## src/core/hmdp_defines.vh

```
// constants for the host memory port
`ifndef HMDP_DEFINES_VH
`define HMDP_DEFINES_VH
`define HMDP_ADDR_OVL_OFFSET   14'h3fe0
`define HMDP_CONFIG_OFFSET     14'h3fe7
`define HMDP_CTRL_REGION_BASE  14'h3fe0
`define HMDP_SHORT_READ_BIT    14
`define HMDP_OVL_FLAG_BIT      15
`define HMDP_MEM_SEL_BIT       14
`define HMDP_ADDR_MSB          13
`define HMDP_OVL_MSB           7
`define HMDP_BOOT_MODE_HOST    3'h5
`define HMDP_ADDR_RESET        14'h0000
`define HMDP_OVL_RESET         8'h00
`define HMDP_FIFO_WIDTH        39
`define HMDP_FIFO_DEPTH        16
`define HMDP_FIFO_AW           4
`endif

```

## src/core/hmdp_fifo.v

```verilog
// flip-flop fifo with valid/ready on both sides
`timescale 1ns/1ps
module hmdp_fifo #(
    parameter WIDTH = 39,
    parameter DEPTH = 16,
    parameter AW    = 4
) (
    input  wire             clk_i,
    input  wire             rst_n_i,
    input  wire             in_valid_i,
    output wire             in_ready_o,
    input  wire [WIDTH-1:0] in_data_i,
    output wire             out_valid_o,
    input  wire             out_ready_i,
    output wire [WIDTH-1:0] out_data_o,
    output wire             empty_o
);
    reg [WIDTH-1:0] mem [0:DEPTH-1];
    reg [AW-1:0]    wr_ptr;
    reg [AW-1:0]    rd_ptr;
    reg [AW:0]      count;
    wire            push;
    wire            pop;

    assign in_ready_o  = (count != DEPTH[AW:0]);
    assign out_valid_o = (count != {(AW+1){1'b0}});
    assign empty_o     = ~out_valid_o;
    assign out_data_o  = mem[rd_ptr];
    assign push        = in_valid_i & in_ready_o;
    assign pop         = out_valid_o & out_ready_i;

    always @(posedge clk_i) begin
        if (push) begin
            mem[wr_ptr] <= in_data_i;
        end
    end

    always @(posedge clk_i) begin
        if (!rst_n_i) begin
            wr_ptr <= {AW{1'b0}};
            rd_ptr <= {AW{1'b0}};
            count  <= {(AW+1){1'b0}};
        end else begin
            if (push) begin
                wr_ptr <= (wr_ptr == DEPTH[AW-1:0] - 1'b1) ? {AW{1'b0}} : wr_ptr + 1'b1;
            end
            if (pop) begin
                rd_ptr <= (rd_ptr == DEPTH[AW-1:0] - 1'b1) ? {AW{1'b0}} : rd_ptr + 1'b1;
            end
            if (push && !pop) begin
                count <= count + 1'b1;
            end else if (pop && !push) begin
                count <= count - 1'b1;
            end
        end
    end
endmodule

```

## src/core/hmdp_port.v

```verilog
// host memory port: address latch, host reads/writes of on-chip memory, host boot
`timescale 1ns/1ps
//
// Overview of operation
// - host reads and writes program and data memory, one transfer per data word, two per program word.
// - host writes into the control register region are dropped.
// - latched word with bit 15 set loads the overlay from bits 7:0.
// - bit 15 clear loads address from bits 13:0, memory choice bit 14.
// - one 16-bit shared bus; program words move as two halves.
// - host strobes are resynchronised; core keeps running during transfers.
// - latched address increments after each data word and after the second half of each program word.
// - latch on falling address strobe, or select rising during the strobe.
// - select plus read/write starts access: one sync cycle, one memory cycle.
// - latched address is never returned to the host.
// - address/overlay register also reachable by the core at its data address.
// - configuration bit 14 picks the short-read timing behaviour.
// - boot mode pins C=1, B=0, A=1 at reset select host boot.
// - host boot holds execution until program location zero is written.
`include "hmdp_defines.vh"
module hmdp_port (
    input  wire        clk_i,
    input  wire        rst_n_i,
    input  wire        host_port_select_n_i,
    input  wire        address_latch_strobe_i,
    input  wire        host_read_strobe_n_i,
    input  wire        host_write_strobe_n_i,
    input  wire [15:0] host_addr_data_bus_i,
    output reg  [15:0] host_addr_data_bus_o,
    output wire [15:0] host_addr_data_bus_oe_o,
    output wire        host_ack_n_o,
    input  wire [2:0]  boot_mode_i,
    output reg         boot_hold_o,
    input  wire        core_reg_wr_i,
    input  wire [13:0] core_reg_addr_i,
    input  wire [15:0] core_reg_wdata_i,
    output reg  [15:0] core_reg_rdata_o,
    output wire        mem_req_o,
    output wire        mem_we_o,
    output wire        mem_program_o,
    output wire [13:0] mem_addr_o,
    output wire [23:0] mem_wdata_o,
    output wire [7:0]  overlay_select_o,
    input  wire        mem_ready_i,
    input  wire [23:0] mem_rdata_i
);
    localparam [4:0] ST_IDLE  = 5'h01;
    localparam [4:0] ST_SYNC  = 5'h02;
    localparam [4:0] ST_WACC  = 5'h04;
    localparam [4:0] ST_RACC  = 5'h08;
    localparam [4:0] ST_RDATA = 5'h10;

    // two-stage synchronisers; stage one feeds only stage two
    reg  [3:0]  strobe_s1;
    reg  [3:0]  strobe_s2;
    reg  [15:0] bus_s1;
    reg  [15:0] bus_s2;
    reg  [3:0]  strobe_prev;
    wire        sel_act;
    wire        ial_act;
    wire        rd_act;
    wire        wr_act;

    reg  [4:0]  state;
    reg  [4:0]  next_state;
    reg  [13:0] host_address_latch_reg;
    reg         mem_program;
    reg  [7:0]  overlay_select;
    reg         short_read_mode;
    reg         served;
    reg         is_write;
    reg         pm_half;
    reg  [15:0] pm_upper;
    reg  [7:0]  pm_low;
    reg  [15:0] wdata;
    reg         boot_host;
    reg         boot_caught;
    reg         read_valid;

    wire        latch_evt;
    wire        access_req;
    wire        fifo_in_valid;
    wire        fifo_in_ready;
    wire [38:0] fifo_in_data;
    wire        fifo_out_valid;
    wire        fifo_out_ready;
    wire [38:0] fifo_out_data;
    wire        fifo_empty;
    wire        ctrl_hit;
    wire        read_issue;
    wire        core_addr_wr;

    always @(posedge clk_i) begin
        if (!rst_n_i) begin
            strobe_s1   <= 4'hf;
            strobe_s2   <= 4'hf;
            strobe_prev <= 4'hf;
            bus_s1      <= 16'h0000;
            bus_s2      <= 16'h0000;
        end else begin
            strobe_s1   <= {host_port_select_n_i, ~address_latch_strobe_i,
                            host_read_strobe_n_i, host_write_strobe_n_i};
            strobe_s2   <= strobe_s1;
            strobe_prev <= strobe_s2;
            bus_s1      <= host_addr_data_bus_i;
            bus_s2      <= bus_s1;
        end
    end

    assign sel_act = ~strobe_s2[3];
    assign ial_act = ~strobe_s2[2];
    assign rd_act  = ~strobe_s2[1];
    assign wr_act  = ~strobe_s2[0];

    // falling latch strobe, or select released while latch strobe high
    assign latch_evt = (~strobe_prev[2] & strobe_s2[2])
                     | (~strobe_prev[3] & strobe_s2[3] & ial_act);
    assign access_req = sel_act & ~ial_act & (rd_act | wr_act) & ~served;
    assign core_addr_wr = core_reg_wr_i & (core_reg_addr_i == `HMDP_ADDR_OVL_OFFSET);

    // dm control region cannot be written from the host
    assign ctrl_hit = ~mem_program & (host_address_latch_reg >= `HMDP_CTRL_REGION_BASE);

    // write path: full program word or data word goes through the fifo
    assign fifo_in_valid = (state == ST_WACC) & (~mem_program | pm_half) & ~ctrl_hit;
    assign fifo_in_data  = {mem_program, host_address_latch_reg,
                            mem_program ? {pm_upper, wdata[7:0]} : {8'h00, wdata}};
    assign fifo_out_ready = mem_ready_i;
    assign read_issue     = (state == ST_RACC) & fifo_empty & mem_ready_i & ~(mem_program & pm_half);

    hmdp_fifo #(
        .WIDTH (`HMDP_FIFO_WIDTH),
        .DEPTH (`HMDP_FIFO_DEPTH),
        .AW    (`HMDP_FIFO_AW)
    ) u_fifo (
        .clk_i       (clk_i),
        .rst_n_i     (rst_n_i),
        .in_valid_i  (fifo_in_valid),
        .in_ready_o  (fifo_in_ready),
        .in_data_i   (fifo_in_data),
        .out_valid_o (fifo_out_valid),
        .out_ready_i (fifo_out_ready),
        .out_data_o  (fifo_out_data),
        .empty_o     (fifo_empty)
    );

    // one shared memory port: queued writes first, then reads
    assign mem_req_o        = fifo_out_valid | read_issue;
    assign mem_we_o         = fifo_out_valid;
    assign mem_program_o    = fifo_out_valid ? fifo_out_data[38] : mem_program;
    assign mem_addr_o       = fifo_out_valid ? fifo_out_data[37:24] : host_address_latch_reg;
    assign mem_wdata_o      = fifo_out_data[23:0];
    assign overlay_select_o = overlay_select;

    always @* begin
        next_state = state;
        case (state)
            ST_IDLE: begin
                if (access_req) begin
                    next_state = ST_SYNC;
                end
            end
            ST_SYNC: begin
                next_state = is_write ? ST_WACC : ST_RACC;
            end
            ST_WACC: begin
                if (fifo_in_ready || !fifo_in_valid) begin
                    next_state = ST_IDLE;
                end
            end
            ST_RACC: begin
                if (mem_program && pm_half) begin
                    next_state = ST_IDLE;
                end else if (read_issue) begin
                    next_state = ST_RDATA;
                end
            end
            ST_RDATA: begin
                next_state = ST_IDLE;
            end
            default: begin
                next_state = ST_IDLE;
            end
        endcase
    end

    // ready only when idle and no access still waiting
    assign host_ack_n_o = ~((state == ST_IDLE) & ~access_req);

    always @(posedge clk_i) begin
        if (!rst_n_i) begin
            state                  <= ST_IDLE;
            host_address_latch_reg <= `HMDP_ADDR_RESET;
            mem_program            <= 1'b0;
            overlay_select         <= `HMDP_OVL_RESET;
            served                 <= 1'b0;
            is_write               <= 1'b0;
            pm_half                <= 1'b0;
            pm_upper               <= 16'h0000;
            pm_low                 <= 8'h00;
            wdata                  <= 16'h0000;
            host_addr_data_bus_o   <= 16'h0000;
            read_valid             <= 1'b0;
        end else begin
            state <= next_state;
            if (!(sel_act && (rd_act || wr_act))) begin
                served <= 1'b0;
            end else if (state == ST_IDLE && access_req) begin
                served   <= 1'b1;
                is_write <= wr_act;
                wdata    <= bus_s2;
            end
            if (!sel_act || !rd_act) begin
                read_valid <= 1'b0;
            end
            if (latch_evt && state == ST_IDLE) begin
                if (bus_s2[`HMDP_OVL_FLAG_BIT]) begin
                    overlay_select <= bus_s2[`HMDP_OVL_MSB:0];
                end else begin
                    host_address_latch_reg <= bus_s2[`HMDP_ADDR_MSB:0];
                    mem_program            <= bus_s2[`HMDP_MEM_SEL_BIT];
                    pm_half                <= 1'b0;
                end
            end else if (core_addr_wr) begin
                if (core_reg_wdata_i[`HMDP_OVL_FLAG_BIT]) begin
                    overlay_select <= core_reg_wdata_i[`HMDP_OVL_MSB:0];
                end else begin
                    host_address_latch_reg <= core_reg_wdata_i[`HMDP_ADDR_MSB:0];
                    mem_program            <= core_reg_wdata_i[`HMDP_MEM_SEL_BIT];
                    pm_half                <= 1'b0;
                end
            end else begin
                case (state)
                    ST_WACC: begin
                        if (mem_program && !pm_half) begin
                            pm_upper <= wdata;
                            pm_half  <= 1'b1;
                        end else if (fifo_in_ready || !fifo_in_valid) begin
                            pm_half                <= 1'b0;
                            host_address_latch_reg <= host_address_latch_reg + 14'h0001;
                        end
                    end
                    ST_RACC: begin
                        if (mem_program && pm_half) begin
                            host_addr_data_bus_o   <= {8'h00, pm_low};
                            read_valid             <= 1'b1;
                            pm_half                <= 1'b0;
                            host_address_latch_reg <= host_address_latch_reg + 14'h0001;
                        end
                    end
                    ST_RDATA: begin
                        read_valid <= 1'b1;
                        if (mem_program) begin
                            host_addr_data_bus_o <= mem_rdata_i[23:8];
                            pm_low               <= mem_rdata_i[7:0];
                            pm_half              <= 1'b1;
                        end else begin
                            host_addr_data_bus_o   <= mem_rdata_i[15:0];
                            host_address_latch_reg <= host_address_latch_reg + 14'h0001;
                        end
                    end
                    default: begin
                        pm_half <= pm_half;
                    end
                endcase
            end
        end
    end

    // mode 0: drive only during the read strobe; mode 1: one cycle past the read strobe
    assign host_addr_data_bus_oe_o = {16{sel_act & (rd_act | (short_read_mode & read_valid))
                                        & (read_valid | rd_act & served & ~is_write & state == ST_IDLE)}};

    // configuration register and boot hold
    always @(posedge clk_i) begin
        if (!rst_n_i) begin
            short_read_mode <= 1'b0;
            boot_caught     <= 1'b0;
            boot_host       <= 1'b0;
            boot_hold_o     <= 1'b1;
        end else begin
            if (core_reg_wr_i && core_reg_addr_i == `HMDP_CONFIG_OFFSET) begin
                short_read_mode <= core_reg_wdata_i[`HMDP_SHORT_READ_BIT];
            end
            if (!boot_caught) begin
                boot_caught <= 1'b1;
                boot_host   <= (boot_mode_i == `HMDP_BOOT_MODE_HOST);
                boot_hold_o <= (boot_mode_i == `HMDP_BOOT_MODE_HOST);
            end else if (boot_host && mem_req_o && mem_we_o && mem_ready_i && fifo_out_data[38]
                         && fifo_out_data[37:24] == 14'h0000) begin
                boot_hold_o <= 1'b0;
            end
        end
    end

    always @* begin
        core_reg_rdata_o = 16'h0000;
        if (core_reg_addr_i == `HMDP_ADDR_OVL_OFFSET) begin
            core_reg_rdata_o = {1'b0, mem_program, host_address_latch_reg};
        end else if (core_reg_addr_i == `HMDP_CONFIG_OFFSET) begin
            core_reg_rdata_o = {1'b0, short_read_mode, 14'h0000};
        end
    end
endmodule

```

## config.mk

```make
export PLATFORM = sky130hd
export DESIGN_NAME = hmdp_port
export DESIGN_NICKNAME = d
export VERILOG_FILES = /design/src/core/hmdp_fifo.v /design/src/core/hmdp_port.v
export VERILOG_INCLUDE_DIRS = /design/src /design/src/core
export SDC_FILE = /design/constraint.sdc
export NUM_CORES = 1
export LEC_CHECK = 0
export BUFFER_PORTS_ARGS = -buffer_cell sky130_fd_sc_hd__buf_2
export CORE_MARGIN = 1
export CORE_UTILIZATION = 55
export CTS_CLUSTER_SIZE = 28
export DETAILED_ROUTE_END_ITERATION = 10
export PLACE_DENSITY = 0.7
export SLEW_MARGIN = 20
export SYNTH_ARGS = -nofsm -noshare
export SYNTH_HDL_FRONTEND = slang
export SYNTH_SLANG_ARGS = --single-unit
```

## constraint.sdc

```tcl
create_clock -name clk_i -period 6 [get_ports clk_i]
set_input_delay 0.3 -clock clk_i [delete_from_list [all_inputs] [get_ports clk_i]]
set_output_delay 0.3 -clock clk_i [all_outputs]
set_load 0.005 [all_outputs]
```

* Word-level counts from Yosys, hierarchy flattened
Memory sizes are Yosys's and may differ from the RTL's. A register that Yosys moved wholly into a read port is not among the register bits. Cells that the tools add are included.
Word-level totals: register bits 149, bits in writable memories 624, input bits 81, logic and storage cells 196, memories 1
Operators by class: add/subtract/negate cells 5, $lt $le $gt $ge 1, equality and inequality tests 26, multiplexer cells 56, bitwise gates (word level) 46, reductions and logical operators 37
Memories:
- u_fifo.mem | depth 16, bits a word 39, read ports 1, clocked after Yosys merged registers in 1, write ports 1, line hmdp_fifo.v:18 | reg [WIDTH-1:0] mem [0:DEPTH-1];
Operators with widths (number):
- 14-bit two-way mux | 9
- 14-bit case mux with 3 select lines | 1
- 16-bit two-way mux | 2
- 8-bit two-way mux | 4
- 16-bit case mux with 2 select lines | 1
- 15-bit two-way mux | 2
- 5-bit two-way mux | 6
- 14-bit == test (second input constant) | 2
- 24-bit two-way mux | 1
- 1-bit AND | 23
- 1-bit two-way mux | 22
- 4-bit two-way mux | 5
- 5-bit case mux with 4 select lines | 1
- 1-bit inverter | 17
- 14-bit by 1-bit adder with 14-bit output (second input constant) | 1
- 14-bit >= comparator (second input constant) | 1
- 14-bit logical NOT | 1
- 1-bit logical AND | 13
- 4-bit != test (second input constant) | 3
- 4-bit AND reduction | 3
- 5-bit nonzero test | 2
- 3-bit AND reduction | 3
- 4-bit by 1-bit adder with 4-bit output (second input constant) | 2
- 4-bit == test (second input constant) | 2
- 23 further kinds | 44

* Longest topological paths before layout
word-level depth 13, mapped depth 13

* Hierarchy
From an unflattened synthesis, not the netlist that was laid out.
Unflattened totals: cell total of the unflattened synthesis 1762, area, all modules 30319.1 um^2
By module, submodules not included:
- hmdp_fifo | instances 1, cells each 1066, area an instance 24253.3 um^2, sequential area each 19078.3 um^2
- hmdp_port | instances 1, cells each 696, area an instance 6065.8 um^2, sequential area each 2682.6 um^2

* Worst setup path after synthesis
No wires, ideal clock.
kind reg2reg, start point register host_address_latch_reg[7], end point memory u_fifo.mem[3][0] (enable), arrival time 4.350 ns, slack 1.167 ns, cell stages (with the launch flop) 7, cell sequence dfxtp_1 -> clkbuf_2 -> nand4_4 -> nor4_4 -> nor4_2 -> nand2_1 -> nor3_1
Between the ends: cells in the longest elaborated chain, start to end 7
Ends and longest elaborated chain:
- start: declaration | line hmdp_port.v:65 | reg [13:0] host_address_latch_reg;
- start signal: assignment | line hmdp_port.v:192 | host_address_latch_reg <= `HMDP_ADDR_RESET;
- start signal: assignment | line hmdp_port.v:219 | host_address_latch_reg <= bus_s2[`HMDP_ADDR_MSB:0];
- start signal: assignment | line hmdp_port.v:227 | host_address_latch_reg <= core_reg_wdata_i[`HMDP_ADDR_MSB:0];
- 14-bit >= comparator (no line)
- 1-bit AND | line hmdp_port.v:121 | assign ctrl_hit = ~mem_program & (host_address_latch_reg >= `HMDP_CTRL_REGION_BASE);
- 1-bit inverter | line hmdp_port.v:124 | assign fifo_in_valid = (state == ST_WACC) & (~mem_program | pm_half) & ~ctrl_hit;
- 1-bit AND | line hmdp_port.v:124
- 1-bit AND | line hmdp_fifo.v:29 | assign push = in_valid_i & in_ready_o;
- via u_fifo.push | line hmdp_fifo.v:22 | wire push;
- 1-bit two-way mux | line hmdp_fifo.v:33 | if (push) begin
- 1-bit two-way mux (not written as such) | line hmdp_fifo.v:34 | mem[wr_ptr] <= in_data_i;
- end: declaration | line hmdp_fifo.v:18
The timed path passes the listed nets, and every way through them passes these cells.

* Worst setup path in the final report
start point register host_address_latch_reg[7], end point memory u_fifo.mem[7][5] (enable)
The elaborated chain is that of the path after synthesis.

==> reports/results.txt <==
ordered cell list for the critical path - nand4_4 -> nor4_4 -> nor4_2 -> nand2_1 -> nor2_4 -> buf_4
Power Density - 352 mW/mm^2
Hold Path Class - in -> reg
post-detail-place hpwl - 41400 um
routed wire length per instance - 25.6 um
number of max-slew violations in the final report - 0
clock period minus worst slack - 4.14 ns
headroom to the max-slew limit - 24.7%
Syn Std Cell Area - 0.0303 mm^2
outcome - completed
number of enable flip-flop cells after synthesis - 624
global placer's final weighted congestion - 0.852
largest register by flop count - u_fifo.mem
total number of clock tree sinks - 775
MaxCap Viol Count - 0
data required time at the worst endpoint - 6.29 ns
count of input and output buffers - 178
RSZ-0062 raised after global routing - false
maximum count of clock buffers along a single path - 3
Syn. warnings - 0
static leakage - 11.7 nW
number of antenna violations at the first check in global routing - 1
fin cells - 2711
Synthesized Nets - 1825
standard-cell row count - 85
maximum net fanout on the critical path - 24
layout-stage area growth over the synthesis result - 14.6%
NumNets Final - 2045
portion of total power attributed to sequential cells - 48.2%
Setup Slack @ Placement - 1.92 ns
fraction of the yosys area taken by sequential cells - 71.7%
area of the die - 0.0561 mm^2
longest individual stage delay on the worst path - 0.96 ns
width of the die - 237 um
Net Sw Power - 0.00296 W
peak supply drop - 0.316 mV
number of vias per cell - 6.15
number of flip-flops and latches in the synthesized netlist - 775
Cells after DPL - 2536
Detailed Route WL - 69400 um
post-cts resize count - 0
overall die height - 237 um
clock-pin transition on the worst setup and hold timing paths - 0.06 ns
Final Hold Violating Endpoints - 0
Max Clock Skew - 0.0204 ns
Cell Int Power - 0.00928 W
summed negative setup slack over all endpoints - 0 ns
starting utilization of the core area - 56.1%
proportion of layout cells with a drive suffix above 1 - 27.5%
count of buffer and inverter cells on the critical path - 1
distinct cell type count of the synthesized netlist - 63
transition time at the pin with the least slew margin - 1.12 ns
Syn Inst Count - 1732
sort of element at the end of the critical path - flop
DRC violations left - 0
vias in the first global route - 17000
kind of cell with the highest combined delay on the critical path - simple AND/OR/NAND/NOR gates
placed cell areas - 0.0320 mm^2
worst hold slack after final layout - 0.0509 ns
Setup Viol. Count Final - 0
Net Sw Frac - 24.2%
starting DRC count in detailed routing - 1614
setup slack of the worst register-to-register path - 1.86 ns
post-detailed-route count of antenna-violating nets - 0
post-CTS setup buffer count - 0
Largest register FFs - 624
Final period util - 69.1%
Worst Path Class, Setup - reg -> reg
global-route wire length before repair - 105000 um
clock latency of the later-clocked register in the worst-skew pair - 0.62 ns
clock buffer count from CTS - 78
kind of start point of the critical path - flop
Antenna diodes - 0
all-layer global routing usage - 25.4%
1st-pass router iterations - 8
Std-Cell Core Area - 0.0541 mm^2
part of the power in combinational logic - 14.4%
cell accounting for the most synthesized area - edfxtp_1
final global-route overflow total - 0
total vias in the final route - 16700
cell types with the highest counts after synthesis - edfxtp_1 (624), mux4_2 (180), dfxtp_1 (151)
# IOs - 180
most numerous cell in the Yosys netlist - edfxtp_1
synthesized area per cell - 17.5 um^2
number of inserted filler cells in the final layout - 3707
H-tree Lvls - 3
biggest area contributors in the synthesized netlist - edfxtp_1 (62%), mux4_2 (13%), dfxtp_1 (10%)
largest net degree at the start of global routing - 78
share of the synthesized area in the top cell type - 61.7%
Non-Filler Cell Area, Final - 0.0348 mm^2
worst endpoint data arrival time - 4.43 ns
proportion of power drawn by the clock network - 37.5%
Clock Root Buffer - clkbuf_16
Most used DFF post-synth - edfxtp_1
ys async rst share - 0%
maximum frequency from static timing analysis - 0.241 GHz
TritonCTS clock tree - done
crit path max-delay cell type - nor4_2
final worst slack - 1.86 ns
==> through the flow <==
step	total power (W)	util, %
6_report	0.0122	64.2
2_1_floorplan	0.00719	-
4_1_cts	0.0123	64.2
5_1_grt	0.0127	64.2
3_5_place_dp	0.00776	59.2
3_3_place_gp	0.00774	59.2
==> layout make-up <==
| cell class | count | area (um^2) | area share [%] |
|---|---|---|---|
| flip-flops and latches | 775 | 21800 | 62.6 |
| multi-input cells | 827 | 8120 | 23.4 |
| clock buffers | 109 | 2170 | 6.25 |
| repair buffers | 250 | 1520 | 4.38 |
| well taps | 696 | 871 | 2.51 |
| clock inverters | 34 | 228 | 0.655 |
| inverters | 20 | 75.1 | 0.216 |
==> layout by cell type, fill, tap and decap left out, drive strengths merged, types with 7 or more instances in the layout <==
master	Yosys	routed
a31oi	7	7
nand3	18	18
o211a	7	7
dfxtp	151	151
edfxtp	624	624
inv	20	24
clkbuf	65	109
buf	45	218
nand2	123	123
dlygate4sd3	0	32
a211oi	15	15
ha	11	11
mux2	8	8
mux2i	51	51
clkinv	0	25
nor4	12	12
nor3	26	26
o221ai	8	8
a22oi	28	28
a21oi	56	56
nor2	107	107
mux4	180	180
o21ai	15	15
nor2b	8	8
nand2b	11	11
and2	59	59
==> power groups by stage <==
stage	registers, W	logic [W]	clock network (W)
2_1_floorplan	0.00592	0.00127	0
3_3_place_gp	0.00601	0.00173	0
3_5_place_dp	0.00601	0.00175	0
4_1_cts	0.00590	0.00178	0.00465
5_1_grt	0.00591	0.00189	0.00486
6_report	0.00589	0.00176	0.00459
==> what timing repair did <==
action,in CTS,in global routing
hold buffers,32,0
setup endpoints to repair,0,0
endpoints found under the hold margin,32,0
==> path summary, 6_finish.rpt <==
kind | from | to | cells past startpoint
hold / removal | boot_mode_i[2] | boot_host$_SDFFE_PN0N_ | 3
setup reg to reg | host_address_latch_reg[7]$_SDFFE_PN0P_ | u_fifo.mem[7][5]$_DFFE_PP_ | 6
setup / recovery | host_address_latch_reg[7]$_SDFFE_PN0P_ | u_fifo.mem[7][5]$_DFFE_PP_ | 6
hold reg to reg | strobe_s1[3]$_SDFF_PN1_ | strobe_s2[3]$_SDFF_PN1_ | 1
==> cells by family after synthesis <==
group,Yosys count,share of synthesized area [%]
flip-flops,775,71.7
AND/OR/NAND/NOR,399,6.51
multiplexers,239,15.3
AO/OA/AOI/OAI,164,3.66
buffers and inverters,130,1.90
adder cells (fa/ha/maj),12,0.520
XOR/XNOR,12,0.346
other,1,0.0124
==> metal layers <==
layer	part of all wire, %	GRT usage, %
met1	42	35.9
met2	49	41.7
met3	6.5	4.03
met4	2.0	6.20
met5	0.019	0
==> worst register-to-register path, stage by stage (launching register included) <==
cell     delay, ns
dfxtp_1       0.60
nand4_4       0.28
nor4_4        0.08
nor4_2        0.96
nand2_1       0.49
nor2_4        0.94
buf_4         0.45
Power figures use the tool's default switching activity.
